$ cat config.mk
export PLATFORM = sky130hd
export DESIGN_NAME = tat_timer
export DESIGN_NICKNAME = d
export VERILOG_FILES = /design/src/tat_pkg.sv /design/src/tat_delay_calc.sv /design/src/tat_sync.sv /design/src/tat_timer.sv
export SDC_FILE = /design/constraint.sdc
export NUM_CORES = 1
export LEC_CHECK = 0
export BUFFER_PORTS_ARGS = -buffer_cell sky130_fd_sc_hd__buf_4
export CAP_MARGIN = 20
export CORE_MARGIN = 5
export CORE_UTILIZATION = 56
export CTS_CLUSTER_SIZE = 14
export DETAILED_ROUTE_END_ITERATION = 6
export PLACE_DENSITY_LB_ADDON = 0.1
export SYNTH_ARGS = -nofsm -noshare
export SYNTH_HDL_FRONTEND = slang
export SYNTH_SLANG_ARGS = --single-unit
$ cat constraint.sdc
create_clock -name clk_i -period 9.1 [get_ports clk_i]
set_input_delay 1.82 -clock clk_i [delete_from_list [all_inputs] [get_ports clk_i]]
set_output_delay 1.82 -clock clk_i [all_outputs]
set_load 0.03 [all_outputs]
$ cat src/tat_pkg.sv
// shared constants for the touch auto-off timer
package tat_pkg;
  // time base
  localparam int unsigned CLK_HZ     = 250_000_000;
  localparam int unsigned TICK_MS    = 1;
  localparam int unsigned MS_CYC_DEF = CLK_HZ / 1000 * TICK_MS;
  localparam logic [9:0]  SEC_LAST   = 10'h3e7;
  // override pulse thresholds in ms
  localparam logic [6:0]  SUSTAIN_MS = 7'h19;
  localparam logic [6:0]  CANCEL_MS  = 7'h41;
  // auto-off delays in seconds
  localparam logic [11:0] DLY_15MIN  = 12'h384;
  localparam logic [11:0] DLY_60MIN  = 12'he10;
  localparam logic [11:0] RC_UNIT_S  = 12'h00f;
  localparam logic [16:0] MULT_LONG  = 17'h00018;
  localparam logic [7:0]  RCK_MIN    = 8'h04;
  localparam logic [7:0]  RCK_MAX    = 8'hf0;
  // time mode field codes
  localparam logic [1:0]  TM_INF     = 2'h0;
  localparam logic [1:0]  TM_15MIN   = 2'h1;
  localparam logic [1:0]  TM_60MIN   = 2'h2;
  localparam logic [1:0]  TM_RC      = 2'h3;
  // register map
  localparam logic [3:0]  REG_CTRL   = 4'h0;
  localparam logic [3:0]  REG_RCK    = 4'h4;
  localparam logic [3:0]  REG_STAT   = 4'h8;
  localparam logic [3:0]  REG_REMAIN = 4'hc;
  localparam int unsigned CTRL_POL   = 2;
  localparam int unsigned STAT_ON    = 0;
  localparam int unsigned STAT_X24   = 1;
  localparam int unsigned STAT_HELD  = 2;
  localparam int unsigned STAT_INF   = 3;
  localparam logic [1:0]  TMODE_RST  = 2'h0;
  localparam logic [7:0]  RCK_RST    = 8'h3c;
  // strap capture waits for the synchroniser
  localparam logic [1:0]  SYNC_SETTLE = 2'h2;

  typedef enum logic [1:0] {ST_INIT, ST_RUN, ST_HELD, ST_RECAL} tat_state_e;
endpackage

$ cat src/tat_delay_calc.sv
// auto-off delay in seconds from time mode, rc/k value and multiplier
`timescale 1ns/10ps
module tat_delay_calc
  import tat_pkg::*;
(
  input  wire logic [1:0]  tmode_i,
  input  wire logic [7:0]  rck_i,
  input  wire logic        x24_i,
  output logic      [16:0] dly_o,
  output logic             inf_o
);
  logic [11:0] base;

  always_comb begin
    base  = DLY_60MIN;
    inf_o = 1'b0;
    unique case (tmode_i)
      TM_INF:   inf_o = 1'b1;
      TM_15MIN: base = DLY_15MIN;
      TM_60MIN: base = DLY_60MIN;
      TM_RC: begin
        if (rck_i < RCK_MIN) begin
          base = DLY_60MIN;
        end else if (rck_i > RCK_MAX) begin
          inf_o = 1'b1;
        end else begin
          base = {4'h0, rck_i} * RC_UNIT_S;
        end
      end
    endcase
  end

  assign dly_o = x24_i ? {5'h0, base} * MULT_LONG : {5'h0, base};
endmodule // tat_delay_calc

$ cat src/tat_sync.sv
// two-flop synchroniser for the override line
`timescale 1ns/10ps
module tat_sync (
  input  wire logic clk_i,
  input  wire logic rst_i,
  input  wire logic d_i,
  output logic      q_o
);
  logic meta_ff;
  logic q_ff;

  always_ff @(posedge clk_i) begin
    if (rst_i) begin
      meta_ff <= 1'b0;
      q_ff    <= 1'b0;
    end else begin
      meta_ff <= d_i;
      q_ff    <= meta_ff;
    end
  end

  assign q_o = q_ff;
endmodule // tat_sync

$ cat src/tat_timer.sv
// touch auto-off timer with override line and wishbone registers
`timescale 1ns/10ps
module tat_timer
  import tat_pkg::*;
#(
  parameter int unsigned MS_CYC = MS_CYC_DEF
) (
  // clock and reset
  input  wire logic        clk_i,
  input  wire logic        rst_i,
  // wishbone slave
  input  wire logic        cyc_i,
  input  wire logic        stb_i,
  input  wire logic        we_i,
  input  wire logic [3:0]  adr_i,
  input  wire logic [3:0]  sel_i,
  input  wire logic [31:0] dat_i,
  output logic      [31:0] dat_o,
  output logic             ack_o,
  // override line and acquisition events
  input  wire logic        override_level_input_i,
  input  wire logic        touch_i,
  input  wire logic        acq_end_i,
  // switched output and acquisition control
  output logic             out_o,
  output logic             burst_hold_o,
  output logic             recal_o
);
  localparam logic [17:0] MS_LAST = 18'(MS_CYC - 1);

  function automatic logic hit(input logic [3:0] adr, input logic [3:0] off);
    hit = (adr == off);
  endfunction

  logic        ovr_sync;
  logic        ovr_act;
  logic [16:0] dly;
  logic        dly_inf;
  logic        ms_tick;
  logic        sec_tick;

  // time base
  logic [17:0] ms_cnt_ff;
  logic [17:0] nxt_ms_cnt;
  logic [9:0]  sec_ms_ff;
  logic [9:0]  nxt_sec_ms;

  // registers and bus
  logic [1:0]  tmode_ff;
  logic [1:0]  nxt_tmode;
  logic        pol_ff;
  logic        nxt_pol;
  logic [7:0]  rck_ff;
  logic [7:0]  nxt_rck;
  logic        ack_ff;
  logic        nxt_ack;
  logic [31:0] dat_ff;
  logic [31:0] nxt_dat;
  logic        req;

  // core
  tat_state_e  st_ff;
  tat_state_e  nxt_st;
  logic        on_ff;
  logic        nxt_on;
  logic [16:0] rem_ff;
  logic [16:0] nxt_rem;
  logic [6:0]  hold_ms_ff;
  logic [6:0]  nxt_hold;
  logic [1:0]  settle_ff;
  logic [1:0]  nxt_settle;
  logic        x24_ff;
  logic        nxt_x24;
  logic        out_ff;
  logic        nxt_out;
  logic        bh_ff;
  logic        nxt_bh;
  logic        recal_ff;
  logic        nxt_recal;

  tat_sync u_sync (
    .clk_i (clk_i),
    .rst_i (rst_i),
    .d_i   (override_level_input_i),
    .q_o   (ovr_sync)
  );

  tat_delay_calc u_calc (
    .tmode_i (tmode_ff),
    .rck_i   (rck_ff),
    .x24_i   (x24_ff),
    .dly_o   (dly),
    .inf_o   (dly_inf)
  );

  // override level is the inverse of the strap level
  assign ovr_act  = ovr_sync ^ x24_ff;
  assign ms_tick  = (ms_cnt_ff == MS_LAST);
  assign sec_tick = ms_tick && (sec_ms_ff == SEC_LAST);

  always_comb begin
    nxt_ms_cnt = ms_tick ? 18'h0 : ms_cnt_ff + 18'h1;
    nxt_sec_ms = sec_ms_ff;
    if (ms_tick) begin
      nxt_sec_ms = (sec_ms_ff == SEC_LAST) ? 10'h0 : sec_ms_ff + 10'h1;
    end
  end

  always_ff @(posedge clk_i) begin
    if (rst_i) begin
      ms_cnt_ff <= 18'h0;
      sec_ms_ff <= 10'h0;
    end else begin
      ms_cnt_ff <= nxt_ms_cnt;
      sec_ms_ff <= nxt_sec_ms;
    end
  end

  // wishbone: ack one cycle after the request, then one idle cycle
  assign req = cyc_i && stb_i && !ack_ff;

  always_comb begin
    nxt_ack   = req;
    nxt_dat   = dat_ff;
    nxt_tmode = tmode_ff;
    nxt_pol   = pol_ff;
    nxt_rck   = rck_ff;
    if (req && we_i && sel_i[0]) begin
      if (hit(adr_i, REG_CTRL)) begin
        nxt_tmode = dat_i[1:0];
        nxt_pol   = dat_i[CTRL_POL];
      end
      if (hit(adr_i, REG_RCK)) begin
        nxt_rck = dat_i[7:0];
      end
    end
    if (req && !we_i) begin
      nxt_dat = 32'h0;
      if (hit(adr_i, REG_CTRL)) begin
        nxt_dat[1:0]     = tmode_ff;
        nxt_dat[CTRL_POL] = pol_ff;
      end
      if (hit(adr_i, REG_RCK)) begin
        nxt_dat[7:0] = rck_ff;
      end
      if (hit(adr_i, REG_STAT)) begin
        nxt_dat[STAT_ON]   = on_ff;
        nxt_dat[STAT_X24]  = x24_ff;
        nxt_dat[STAT_HELD] = (st_ff == ST_HELD);
        nxt_dat[STAT_INF]  = dly_inf;
      end
      if (hit(adr_i, REG_REMAIN)) begin
        nxt_dat[16:0] = rem_ff;
      end
    end
  end

  always_ff @(posedge clk_i) begin
    if (rst_i) begin
      ack_ff   <= 1'b0;
      dat_ff   <= 32'h0;
      tmode_ff <= TMODE_RST;
      pol_ff   <= 1'b0;
      rck_ff   <= RCK_RST;
    end else begin
      ack_ff   <= nxt_ack;
      dat_ff   <= nxt_dat;
      tmode_ff <= nxt_tmode;
      pol_ff   <= nxt_pol;
      rck_ff   <= nxt_rck;
    end
  end

  assign ack_o = ack_ff;
  assign dat_o = dat_ff;

  // core sequence
  always_comb begin
    nxt_st     = st_ff;
    nxt_on     = on_ff;
    nxt_rem    = rem_ff;
    nxt_hold   = hold_ms_ff;
    nxt_settle = settle_ff;
    nxt_x24    = x24_ff;
    unique case (st_ff)
      ST_INIT: begin
        if (settle_ff == SYNC_SETTLE) begin
          nxt_x24 = ovr_sync;
          nxt_st  = ST_RUN;
        end else begin
          nxt_settle = settle_ff + 2'h1;
        end
      end
      ST_RUN: begin
        if (touch_i) begin
          nxt_on = !on_ff;
          if (!on_ff) begin
            nxt_rem = dly;
          end
        end else if (on_ff && !dly_inf && sec_tick) begin
          if (rem_ff == 17'h1) begin
            nxt_on = 1'b0;
          end
          if (rem_ff != 17'h0) begin
            nxt_rem = rem_ff - 17'h1;
          end
        end
        // the line is only seen between bursts
        if (acq_end_i && ovr_act) begin
          nxt_st   = ST_HELD;
          nxt_hold = 7'h0;
        end
      end
      ST_HELD: begin
        if (!ovr_act) begin
          nxt_st = ST_RECAL;
        end else if (ms_tick && hold_ms_ff != CANCEL_MS) begin
          nxt_hold = hold_ms_ff + 7'h1;
          if (nxt_hold == SUSTAIN_MS && on_ff) begin
            nxt_rem = dly;
          end
          if (nxt_hold == CANCEL_MS) begin
            nxt_on = 1'b0;
          end
        end
      end
      ST_RECAL: nxt_st = ST_RUN;
    endcase
    nxt_out   = nxt_on ^ pol_ff;
    nxt_bh    = (nxt_st == ST_HELD);
    nxt_recal = (st_ff == ST_HELD) && !ovr_act;
  end

  always_ff @(posedge clk_i) begin
    if (rst_i) begin
      st_ff      <= ST_INIT;
      on_ff      <= 1'b0;
      rem_ff     <= 17'h0;
      hold_ms_ff <= 7'h0;
      settle_ff  <= 2'h0;
      x24_ff     <= 1'b0;
      out_ff     <= 1'b0;
      bh_ff      <= 1'b0;
      recal_ff   <= 1'b0;
    end else begin
      st_ff      <= nxt_st;
      on_ff      <= nxt_on;
      rem_ff     <= nxt_rem;
      hold_ms_ff <= nxt_hold;
      settle_ff  <= nxt_settle;
      x24_ff     <= nxt_x24;
      out_ff     <= nxt_out;
      bh_ff      <= nxt_bh;
      recal_ff   <= nxt_recal;
    end
  end

  assign out_o        = out_ff;
  assign burst_hold_o = bh_ff;
  assign recal_o      = recal_ff;
endmodule // tat_timer

**After elaboration in Yosys (flattened, before gate mapping)**

Index checks and enable logic that the tools add are counted.

- Add/sub/neg operators: 5
- Multiply operators: 2
- $lt $le $gt $ge: 2
- Equal/unequal tests: 23
- Mux-type cells: 35
- Bitwise operators: 3
- Reduce and logical (&&, ||, !) cells: 29

Operators by type and width:

| cell | number |
|---|---|
| $mux W17 | 9 |
| $pmux W17 S2 | 1 |
| $mux W12 | 2 |
| $pmux W12 S2 | 1 |
| $mux W7 | 3 |
| $add A18 B1 Y18 const B | 1 |
| $eq A18 B18 Y1 const B | 1 |
| $eq A17 B1 Y1 const B | 1 |
| $reduce_bool A17 Y1 | 1 |
| $sub A17 B1 Y17 const B | 1 |
| $mul A12 B2 Y14 const B | 1 |
| $pmux W7 S2 | 1 |
| $logic_and A1 B1 Y1 | 12 |
| $mul A8 B4 Y12 const B | 1 |
| $add A10 B1 Y10 const B | 1 |
| $eq A10 B10 Y1 const B | 1 |
| $eq A2 B2 Y1 const B | 5 |
| $mux W10 | 1 |
| $ne A3 B3 Y1 const B | 3 |
| $eq A4 B4 Y1 const B | 2 |
| $gt A8 B8 Y1 const B | 1 |
| $lt A8 B3 Y1 const B | 1 |
| $mux W1 | 8 |
| $mux W8 | 1 |
| other kinds (24) | 39 |

- Register bits: 92
- Output and inout port bits: 36
- Word-level logic and storage cells: 117

**Logic depth before layout (Yosys ltp)**

Gate-level depths: netlist of the first run.

- Depth after elaboration: 11
- Depth in mapped cells: 19

**Hierarchy**

Synthesis of the first run repeated with hierarchy kept, for this count alone.

- Cells, all modules: 787
- Area total of the unflattened synthesis: 6493.7 µm²

Modules (own cells, without submodules):

| module | times used | cells an instance | area each (µm²) | sequential area each (µm²) |
|---|---|---|---|---|
| tat_timer | 1 | 573 | 4710.8 | 1801.7 |
| tat_delay_calc | 1 | 210 | 1730.4 | 0.0 |
| tat_sync | 1 | 4 | 52.6 | 40.0 |

**Least setup slack after synthesis of the first run**

No wires, ideal clock.

- Path kind: flip-flop to flip-flop
- From: register rck_ff[5]
- To: register rem_ff[14]
- Library setup time: 0.091 ns
- Data arrival time: 4.225 ns
- Data required time: 9.009 ns
- Path slack: 4.784 ns
- Stages on the path, launching flop included: 17
- Buffers on the path: 0
- Clock period less this slack: 4.316 ns
- Cell sequence: dfxtp_1 -> inv_1 -> fa_1 -> fa_1 -> inv_1 -> ha_1 -> nand3_1 -> nor2_1 -> or4_1 -> a31oi_1 -> inv_1 -> ha_1 -> o21ai_0 -> o21ai_0 -> nand3_1 -> or3_1 -> a311oi_1

- Longest elaborated chain between the ends: 10

RTL lines:

| item | line | RTL |
|---|---|---|
| start, declared | tat_timer.sv:53 | `logic [7:0] rck_ff;` |
| start signal, assigned | tat_timer.sv:170 | `rck_ff <= nxt_rck;` |
| $mul A8 B4 Y12 / $gt A8 B8 Y1 (equally long branches) | tat_delay_calc.sv:27, tat_delay_calc.sv:24 |  |
| $mux W12 | tat_delay_calc.sv:24 | `end else if (rck_i > RCK_MAX) begin` |
| $mux W12 | tat_delay_calc.sv:22 | `if (rck_i < RCK_MIN) begin` |
| $pmux W12 S2 | tat_delay_calc.sv:17 | `unique case (tmode_i)` |
| $mul A12 B2 Y14 | tat_delay_calc.sv:33 | `assign dly_o = x24_i ? {5'h0, base} * MULT_LONG : {5'h0, base};` |
| $mux W17 | tat_delay_calc.sv:33 |  |
| $mux W17 | tat_timer.sv:219 | `if (nxt_hold == SUSTAIN_MS && on_ff) begin` |
| $mux W17 | tat_timer.sv:217 | `end else if (ms_tick && hold_ms_ff != CANCEL_MS) begin` |
| $mux W17 | tat_timer.sv:215 | `if (!ovr_act) begin` |
| $pmux W17 S2 | tat_timer.sv:185 | `unique case (st_ff)` |
| end signal, assigned | tat_timer.sv:248 | `rem_ff <= nxt_rem;` |
| end, declared | tat_timer.sv:66 | `logic [16:0] rem_ff;` |

Parallel ways exist; a longest one is shown, timed or not. The select of a mux whose other input is x is not followed.
A chain may end at the register's enable or synchronous reset.

**Worst setup path in the final report of the first run**

- From: register rck_ff[5]
- To: register rem_ff[16]

The elaborated chain is that of the path after synthesis.

==> results of run 1 <==
cells by family after synthesis:
family                     Yosys count  share of synthesized area
muxes                               17                     0.0271
DFF                                 92                      0.292
adders and majority gates           62                      0.139
AOI/OAI and AO/OA                  188                      0.192
xor gates and xnor gates            39                     0.0541
and+or+nand+nor                    296                      0.231
other                                1                   0.000594
buffers and inverters               93                     0.0644
final cells by class:
type                    instances  area share
clock buffers                  13      0.0361
flip-flops and latches         92       0.266
inverters                      46      0.0249
well taps                     140      0.0253
clock inverters                 2     0.00506
multi-input cells             617       0.595
repair buffers                 44      0.0477
cell usage after synthesis, drive strengths merged, types with 2 or more instances:
cell type / instances
nand3b: 3
o2111ai: 2
o31ai: 3
a22oi: 13
o21bai: 4
and4: 3
a211o: 6
o2111a: 2
nor3: 28
nand2b: 5
nor4: 14
nand4b: 2
buf: 21
a32oi: 2
o221ai: 4
mux2i: 16
a21o: 5
nand4: 4
a211oi: 12
nor2b: 5
a31oi: 5
o21ai: 39
xor2: 23
ha: 48
and3b: 2
or3: 12
dfxtp: 92
fa: 14
and3: 6
o32ai: 2
o211ai: 7
a311oi: 2
xnor2: 16
or4: 6
o311a: 2
a21oi: 63
nand2: 52
or2: 7
nor2: 108
a221oi: 3
inv: 46
and2: 8
clkbuf: 26
nand3: 25
a2bb2oi: 2
worst max path at each step:
stage | from | endpoint | cells after the start
after global placement | rck_ff[5] | rem_ff[16] | 16
after global routing | rck_ff[5] | rem_ff[16] | 16
after floorplan | rck_ff[5] | rem_ff[14] | 16
final | rck_ff[5] | rem_ff[16] | 16
after CTS | rck_ff[5] | rem_ff[16] | 16
after detailed placement | rck_ff[5] | rem_ff[16] | 16
through the flow:
stage | worst slack (ns) | util | instance area [um^2] | total power, mW
floorplan | 4.78 | - | 6370 | 0.749
global placement | 4.05 | 0.607 | 6630 | 0.817
detailed placement | 4.05 | 0.607 | 6630 | 0.828
CTS | 4.02 | 0.633 | 6920 | 1.19
global route | 3.67 | 0.633 | 6930 | 1.27
finish | 4.04 | 0.633 | 6930 | 1.19
power groups by stage:
stage	Sequential (mW)	Combinational (mW)	Clock [mW]
floorplan	0.470	0.279	0
global placement	0.482	0.335	0
detailed placement	0.484	0.343	0
CTS	0.475	0.345	0.374
global route	0.482	0.396	0.393
finish	0.477	0.350	0.365
per-layer routing:
metal / share of wire / global-route usage / routed length, um
met1: 0.47 / 0.316 / 6950
met2: 0.45 / 0.365 / 6590
met3: 0.065 / 0.0477 / 957
met4: 0.016 / 0.0704 / 242
met5: 0 / 0 / 0
registers in the layout (all words and copies together), names as in the netlist, 2 cells and up:
signal and count:
st_ff 2, settle_ff 2, rck_ff 8, rem_ff 17, sec_ms_ff 10, ms_cnt_ff 18, dat_o 17, tmode_ff 2
hold_ms_ff 7
==> impl_results.md, run 1 <==
* Run status: finished, final reports clean
* Fmax at 198 MHz
* Detailed-route wire length per cell at 15.5 um
* Bufs and invs on worst path at 2
* Reg2reg start: rck_ff[5]
* H-Tree Level Count at 3
* Max-cap violations at 0
* Fillers at 960
* Commonest non-fill, non-tap cell in the layout: nor2_1
* Cells after Synth at 788
* Synth cell types at 69
* Hold crit path type: reg -> reg
* Clk sinks at 92
* Worst Setup End Kind: register
* Sum of negative setup slack at 0 ns
* Critical path peak fanout at 7
* Fraction of layout cells with a size suffix above 1 at 0.0885
* Initial antenna violation count at 0
* Root buf cell: clkbuf_16
* Switching share of power at 0.342
* Data arrival, critical path at 5.25 ns
* Largest net degree at the start of global routing at 72
* Crit path required time at 9.29 ns
* ANT nets after route at 0
* Static Leak at 2.81 nW
* Setup bufs post-CTS at 0
* Setup CP Type: reg -> reg
* Ys flop type: dfxtp_1
* Cell area power density at 172 nW/um^2
* DRC viols at 0
* Number of global-route vias before repair at 5462
* Chip width at 116 um
* Reg area at 1840 um^2
* Startpoint of the worst hold path: u_sync.meta_ff
* Async set-reset flop share out of synthesis at 0
* Post-synth top area share at 0.292
* Via/cell ratio at 6.01
* Detailed placement HPWL at 11100 um
* Register bit total from synthesis at 92
* Placed Cells at 938
* Clock network power share at 0.306
* Count of non-filler cells in the finished layout at 954
* Synth area leaders: dfxtp_1 29%, ha_1 9.5%, nor2_1 6.4%
* CTS Buffer Depth at 2
* Detailed Route WL at 14700 um
* Worst r2r path cells at 16
* Register-to-register setup slack at 4.04 ns
* Period minus WS final at 5.06 ns
* Port Buffers at 41
* Worst slew margin at 0.372
* Hold path depth at 1
* Synth Cell Area at 6320 um^2
* Cts hold-fix bufs at 0
* First-pass GRT wire length at 25200 um
* Max VDD drop at 0.137 mV
* GRT overflow at 0
* Length of the first detailed-routing pass in iterations at 5
* TritonCTS clock tree: yes
* Synth warn at 0
* Tightest Pin Transition at 0.939 ns
* GRT Total Usage at 0.230
* Num CTS Buffers at 9
* Via count at 5738
* Area of the multi-input gates at 4120 um^2
* Setup Viol. Count Final at 0
* Internal power at 0.785 mW
* FF-to-FF End: rem_ff[16]
* Max Clock Skew at 0.00391 ns
* Crit share post-route at 0.556
* Max incr delay on CP at 0.68 ns
* Avg Inst Size Synth at 8.02 um^2
* Slew Viols, Final at 0
* Clk Latency, worst-skew pair at 0.34 ns
* Diode count at 0
* P_sw at 0.407 mW
* RSZ-0062 raised after global routing: no
* Die area at 13500 um^2
* Post-synth EDFFs at 0
* Die height at 116 um
* RD Place Congestion at 0.898
* Initial core utilization at 0.578
* Critical path cell sequence: inv_1 -> fa_1 -> fa_1 -> inv_1 -> ha_1 -> a21oi_1 -> nor2b_1 -> o31a_1 -> o21ai_0 -> mux2i_1 -> a311oi_1 -> ha_1 -> or2_2 -> a41oi_1 -> o221ai_1 -> nor3b_1
* Flop pwr share at 0.400
* Hold slack at 0.450 ns
* Layout Nets at 920
* Critical Path Start Type: register
* Initial DRC count at 398
* Fin. Hold Viols at 0
* Area grow syn2layout at 9.65%
* Post-cts sizing count at 0
* Core area at 10900 um^2
* Site row count at 38
* Area leader, netlist: dfxtp_1
* CP max stage cell: a311oi_1
* Post-synthesis sequential area ratio at 0.292
* Combinational share of power at 0.294
* Io pins at 84
* CP delay by family, top: adder cells
* Reg clk slew, reported paths at 0.06 ns
* Highest-count cells in the layout ignoring fill and taps: 108 x nor2_1, 92 x dfxtp_1, 63 x a21oi_1
* WHS Endpoint: u_sync.q_o
(Power assumes the default switching activity.)
==> run 2: changes to the inputs <==
Settings changed: CORE_UTILIZATION 56 to 53.
Clock period 9.1 ns to 4.2 ns, I/O delays scaled along.
==> impl_results.md, run 2 (same netlist as run 1, synthesis figures left out) <==
* Diode count at 0 (unchanged)
* Detailed Route WL at 16200 um (+9.7%)
* Final setup margin at -0.0865 ns (-4.13 ns)
* Pre-CTS setup slack at -0.233 ns (-4.29 ns)
* First-pass GRT wire length at 26900 um (+6.6%)
* Cell area power density at 343 nW/um^2 (+99%)
* Run status: finished with violations
* Critical path cell sequence: buf_6 -> fa_1 -> fa_2 -> fa_2 -> a21oi_2 -> nor2_2 -> o31a_1 -> o21ai_2 -> mux2i_1 -> a311oi_2 -> ha_2 -> or2_4 -> a41oi_2 -> o221ai_2 -> nor3b_1
* Clk Latency, worst-skew pair at 0.34 ns (about the same)
* Worst Setup End Kind: register
* Clk sinks at 92 (unchanged)
* Crit share post-route at 1.02 (+0.465)
* RD Place Congestion at 0.887 (-1.2%)
* Commonest non-fill, non-tap cell in the layout: buf_4
* Highest-count cells in the layout ignoring fill and taps: 113 x buf_4, 104 x nor2_1, 89 x dfxtp_1
* Period minus WS final at 4.29 ns (-0.769 ns)
* Crit path required time at 4.39 ns (-4.90 ns)
* Io pins at 84 (unchanged)
* Critical Path Start Type: register
* Core area at 11600 um^2 (+5.8%)
* Reg clk slew, reported paths at 0.07 ns (about the same)
* Area grow syn2layout at 24.3%
* Critical path peak fanout at 3 (-4)
* Initial core utilization at 0.546 (-0.0314)
* Max incr delay on CP at 0.54 ns (-0.14 ns)
* Worst slew margin at 0.379 (+0.00684)
* Via count at 6022 (+4.9%)
* Setup CP Type: reg -> reg
* CTS Buffer Depth at 2 (unchanged)
* Max-cap violations at 0 (unchanged)
* Failing checks: negative setup slack
* Max reg flops at 18 (unchanged)
* Layout Nets at 991 (+7.7%)
* Cts hold-fix bufs at 0 (unchanged)
* Initial DRC count at 393 (-1.3%)
* Via/cell ratio at 5.85 (-2.7%)
* Fin. Hold Viols at 0 (unchanged)
* Final core occ at 0.679 (+0.0454)
* Most used cell, CP: fa_2
* Fmax at 233 MHz (+18%)
* Port Buffers at 41 (unchanged)
* Root buf cell: clkbuf_16
* Detailed placement HPWL at 11600 um (+4.7%)
* Max VDD drop at 0.225 mV (+65%)
* Die height at 119 um (+2.6%)
* Largest net degree at the start of global routing at 72 (unchanged)
* Static Leak at 3.20 nW (+14%)
* Site row count at 39 (+2.6%)
* Num CTS Buffers at 9 (unchanged)
* Setup Viol. Count Final at 3 (+3)
* DRC viols at 0 (unchanged)
* Fraction of layout cells with a size suffix above 1 at 0.236 (+0.147)
* GRT Total Usage at 0.222 (-0.00749)
* H-Tree Level Count at 3 (unchanged)
* RSZ-0062 raised after global routing: yes
* Data arrival, critical path at 4.48 ns (-0.77 ns)
* Die area at 14200 um^2 (+5.2%)
* Fillers at 963 (+0.31%)
* Length of the first detailed-routing pass in iterations at 5 (unchanged)
* Detailed-route wire length per cell at 15.7 um (+1.7%)
* Number of global-route vias before repair at 5837 (+6.9%)
* Chip width at 119 um (+2.6%)
* Max Clock Skew at 0.00774 ns (+0.00382 ns)
* TritonCTS clock tree: yes
* Largest Register: ms_cnt_ff
* GRT overflow at 0 (unchanged)
* Slew Viols, Final at 0 (unchanged)
* Hold crit path type: reg -> reg
* Tightest Pin Transition at 0.932 ns (-0.00680 ns)
* CP max stage cell: fa_1
* ANT nets after route at 0 (unchanged)
* Initial antenna violation count at 0 (unchanged)
-- run 2: path summary, 6_finish.rpt --
path / from / end / slack, ns / cells past startpoint
setup / recovery: rck_ff[2] / rem_ff[16] / -0.09 / 15
hold reg to reg: ms_cnt_ff[0] / ms_cnt_ff[0] / 0.45 / 1
setup reg to reg: rck_ff[2] / rem_ff[16] / -0.09 / 15
hold / removal: ms_cnt_ff[0] / ms_cnt_ff[0] / 0.45 / 1
-- run 2: worst max-delay path, delay by kind of cell, from the launching register on --
kind,cells,cell delay (ns)
adders and majority gates,4,1.79
buffers and inverters,1,0.11
muxes,1,0.10
and+or+nand+nor,3,0.49
AOI/OAI and AO/OA,6,1.32
DFF,1,0.32
-- run 2: final cells by class --
class / count / area (um^2) / share of cell area
multi-input cells: 617 / 4460 / 0.568
flip-flops and latches: 92 / 1850 / 0.235
repair buffers: 115 / 871 / 0.111
clock buffers: 12 / 267 / 0.0340
well taps: 143 / 179 / 0.0228
inverters: 46 / 173 / 0.0220
clock inverters: 4 / 52.6 / 0.00670
-- run 2: through the flow --
step	instance area, um^2	cells	setup TNS [ns]	power (mW)	hold slack [ns]
after floorplan	6380	802	-0.139	1.62	0.414
after global placement	7070	997	-0.251	1.78	0.429
after detailed placement	7070	997	-0.703	1.81	0.436
after CTS	7590	1019	-0.141	2.67	0.450
after global routing	7850	1029	-0.418	2.86	0.467
final	7850	1029	-0.158	2.70	0.448
-- run 2: routing by layer --
| metal | vias up | share of wire | GRT usage |
|---|---|---|---|
| met3 | 25 | 0.059 | 0.0422 |
| met2 | 179 | 0.48 | 0.377 |
| li1 | 2954 | - | - |
| met5 | - | 0 | 0 |
| met4 | 0 | 0.014 | 0.0623 |
| met1 | 2864 | 0.45 | 0.290 |
-- run 2: report_power, final --
part           internal, mW  leakage, nW  switching (mW)  total, mW
clock                 0.514        0.160           0.343      0.857
combinational         0.309         2.30           0.498      0.807
sequential            0.940        0.744          0.0918       1.03
total                  1.76         3.20           0.933       2.70
-- run 2: what timing repair did --
item | in CTS | in global routing
endpoints found under the setup margin | 5 | 7
buffers inserted | 6 | 10
hold endpoints to repair | 0 | 0
gates resized for setup | 41 | 38
pin swaps | 32 | 34
==> run 3: changes to the inputs <==
Settings changed: CORE_UTILIZATION 53 to 49.
==> impl_results.md, run 3 (same netlist as run 1, synthesis figures left out) <==
* Run status: finished, final reports clean
* Largest net degree at the start of global routing at 72 (unchanged)
* RD Place Congestion at 0.917 (+3.4%)
* Crit share post-route at 0.990 (-0.0304)
* Worst slew margin at 0.418 (+0.0390)
* Diode count at 0 (unchanged)
* Io pins at 84 (unchanged)
* Reg2reg start: rck_ff[2]
* Placed cell area at 7130 um^2 (+0.80%)
* Largest Register: ms_cnt_ff
* Via count at 5949 (-1.2%)
* Initial antenna violation count at 0 (unchanged)
* Most used cell, CP: buf_4
* Critical path peak fanout at 3 (unchanged)
* CP max stage cell: fa_1
* Internal power at 1.74 mW (-1.0%)
* Clock network power share at 0.313 (-0.005)
* GRT Total Usage at 0.217 (-0.00497)
* Clk sinks at 92 (unchanged)
* Chip width at 124 um (+3.7%)
* Critical Path Start Type: register
* Reg clk slew, reported paths at 0.07 ns (about the same)
* TritonCTS clock tree: yes
* Max-cap violations at 0 (unchanged)
* Slew Viols, Final at 0 (unchanged)
* Critical path cell sequence: buf_6 -> fa_1 -> fa_1 -> fa_2 -> a21oi_2 -> nor2_2 -> o31a_1 -> o21ai_2 -> mux2i_1 -> a311oi_2 -> buf_4 -> buf_4 -> buf_4 -> ha_1 -> or3_1 -> a311oi_1
* Max VDD drop at 0.295 mV (+31%)
* Fin area at 7830 um^2 (-0.19%)
* Max reg flops at 18 (unchanged)
* Detailed-route wire length per cell at 15.1 um (-3.9%)
* Fmax at 240 MHz (+3.1%)
* First-pass GRT wire length at 26800 um (-0.33%)
* Fraction of layout cells with a size suffix above 1 at 0.224 (-0.0119)
* Via/cell ratio at 5.63 (-3.7%)
* Site row count at 41 (+5.1%)
* Register-to-register setup slack at 0.04 ns (+0.13 ns)
* Clk Latency, worst-skew pair at 0.34 ns (about the same)
* Hold crit path type: reg -> reg
* P_sw at 0.928 mW (-0.52%)
* H-Tree Level Count at 3 (unchanged)
* Crit. Startpoint: rck_ff[2]
* Crit path required time at 4.45 ns (+0.06 ns)
* Setup CP Type: reg -> reg
* Switching share of power at 0.347 (+0.00112)
* Commonest non-fill, non-tap cell in the layout: buf_4
* Detailed Route WL at 16000 um (-1.3%)
* Sum of negative setup slack at 0 ns (+0.158 ns)
* Die area at 15300 um^2 (+7.5%)
* Core area at 12600 um^2 (+9.1%)
* Period minus WS final at 4.16 ns (-0.128 ns)
* Startpoint of the worst hold path: u_sync.meta_ff
* Bufs and invs on worst path at 4 (+3)
* Setup Viol. Count Final at 0 (-3)
* Detailed placement HPWL at 11700 um (+1.1%)
* Die height at 124 um (+3.7%)
* RSZ-0062 raised after global routing: yes
* Fillers at 1117 (+16%)
* Length of the first detailed-routing pass in iterations at 5 (unchanged)
* Worst Setup End Kind: register
* Max incr delay on CP at 0.54 ns (about the same)
* Fin. Hold Viols at 0 (unchanged)
* Number of global-route vias before repair at 5744 (-1.6%)
* Cell area power density at 341 nW/um^2 (-0.65%)
* Port Buffers at 41 (unchanged)
* Data arrival, critical path at 4.41 ns (-0.07 ns)
* ANT nets after route at 0 (unchanged)
* Flop pwr share at 0.386 (+0.003)
* Initial DRC count at 450 (+15%)
* Combinational share of power at 0.301 (+0.002)
* DRC viols at 0 (unchanged)
* Root buf cell: clkbuf_16
* Layout Nets at 989 (-0.20%)
* Highest-count cells in the layout ignoring fill and taps: 110 x buf_4, 105 x nor2_1, 88 x dfxtp_1
* CP delay by family, top: adder cells
* Tightest Pin Transition at 0.870 ns (-0.0617 ns)
* Static Leak at 3.19 nW (-0.48%)
* Area grow syn2layout at 24.0%
* Num CTS Buffers at 9 (unchanged)
* Initial core utilization at 0.500 (-0.0456)
* GRT overflow at 0 (unchanged)
* CTS Buffer Depth at 2 (unchanged)
* Max Clock Skew at 0.00686 ns (-0.000876 ns)
==> run 3: changes by cell type in the layout (fill, tap and decap cells not counted), moves of 2 or more <==
cell     before  now
buf_4       113  110
ha_1         38   41
ha_2          2    0
o21ai_2       7    5
==> run 3: cell type report <==
class                   count  area [um^2]  share of cell area
inverters                  46          173              0.0220
repair buffers            113          868               0.111
multi-input cells         617         4420               0.564
clock buffers              11          253              0.0323
well taps                 172          215              0.0275
clock inverters             5         57.6             0.00735
flip-flops and latches     92         1850               0.236
==> run 3: final timing paths <==
check | to | depth (start not counted)
setup / recovery | rem_ff[14] | 16
hold / removal | u_sync.q_o | 1
setup reg to reg | rem_ff[14] | 16
hold reg to reg | u_sync.q_o | 1
==> run 3: what timing repair did <==
item | 4_1_cts | 5_1_grt
pin swaps | 26 | 30
hold endpoints to repair | 0 | 0
gates resized for setup | 37 | 35
endpoints found under the setup margin | 6 | 8
buffers inserted | 7 | 6
hold buffers | 0 | 0
==> run 3: routing by layer <==
| layer | vias to the layer above | wire (um) | global-route usage |
|---|---|---|---|
| li1 | 2948 | - | - |
| met1 | 2800 | 7000 | 0.285 |
| met2 | 182 | 7700 | 0.364 |
| met3 | 19 | 990 | 0.0425 |
| met4 | 0 | 259 | 0.0623 |
| met5 | - | 0 | 0 |
==> run 3: power groups by stage <==
stage	logic [mW]	registers, mW	clock network [mW]
final	0.805	1.03	0.836
after floorplan	0.605	1.02	0
after CTS	0.787	1.03	0.861
after global routing	0.909	1.04	0.895
after detailed placement	0.772	1.05	0
after global placement	0.747	1.04	0
==> run 3: per-stage QoR <==
stage / instances / power [mW] / utilization / hold slack [ns] / setup WS (ns)
finish: 1056 / 2.67 / 0.621 / 0.445 / 0.0413
global route: 1056 / 2.85 / 0.621 / 0.460 / -0.166
CTS: 1050 / 2.68 / 0.605 / 0.454 / -0.0743
detailed placement: 1027 / 1.82 / 0.565 / 0.440 / -0.287
global placement: 1027 / 1.79 / 0.565 / 0.430 / -0.156
floorplan: 802 / 1.62 / - / 0.414 / -0.0868
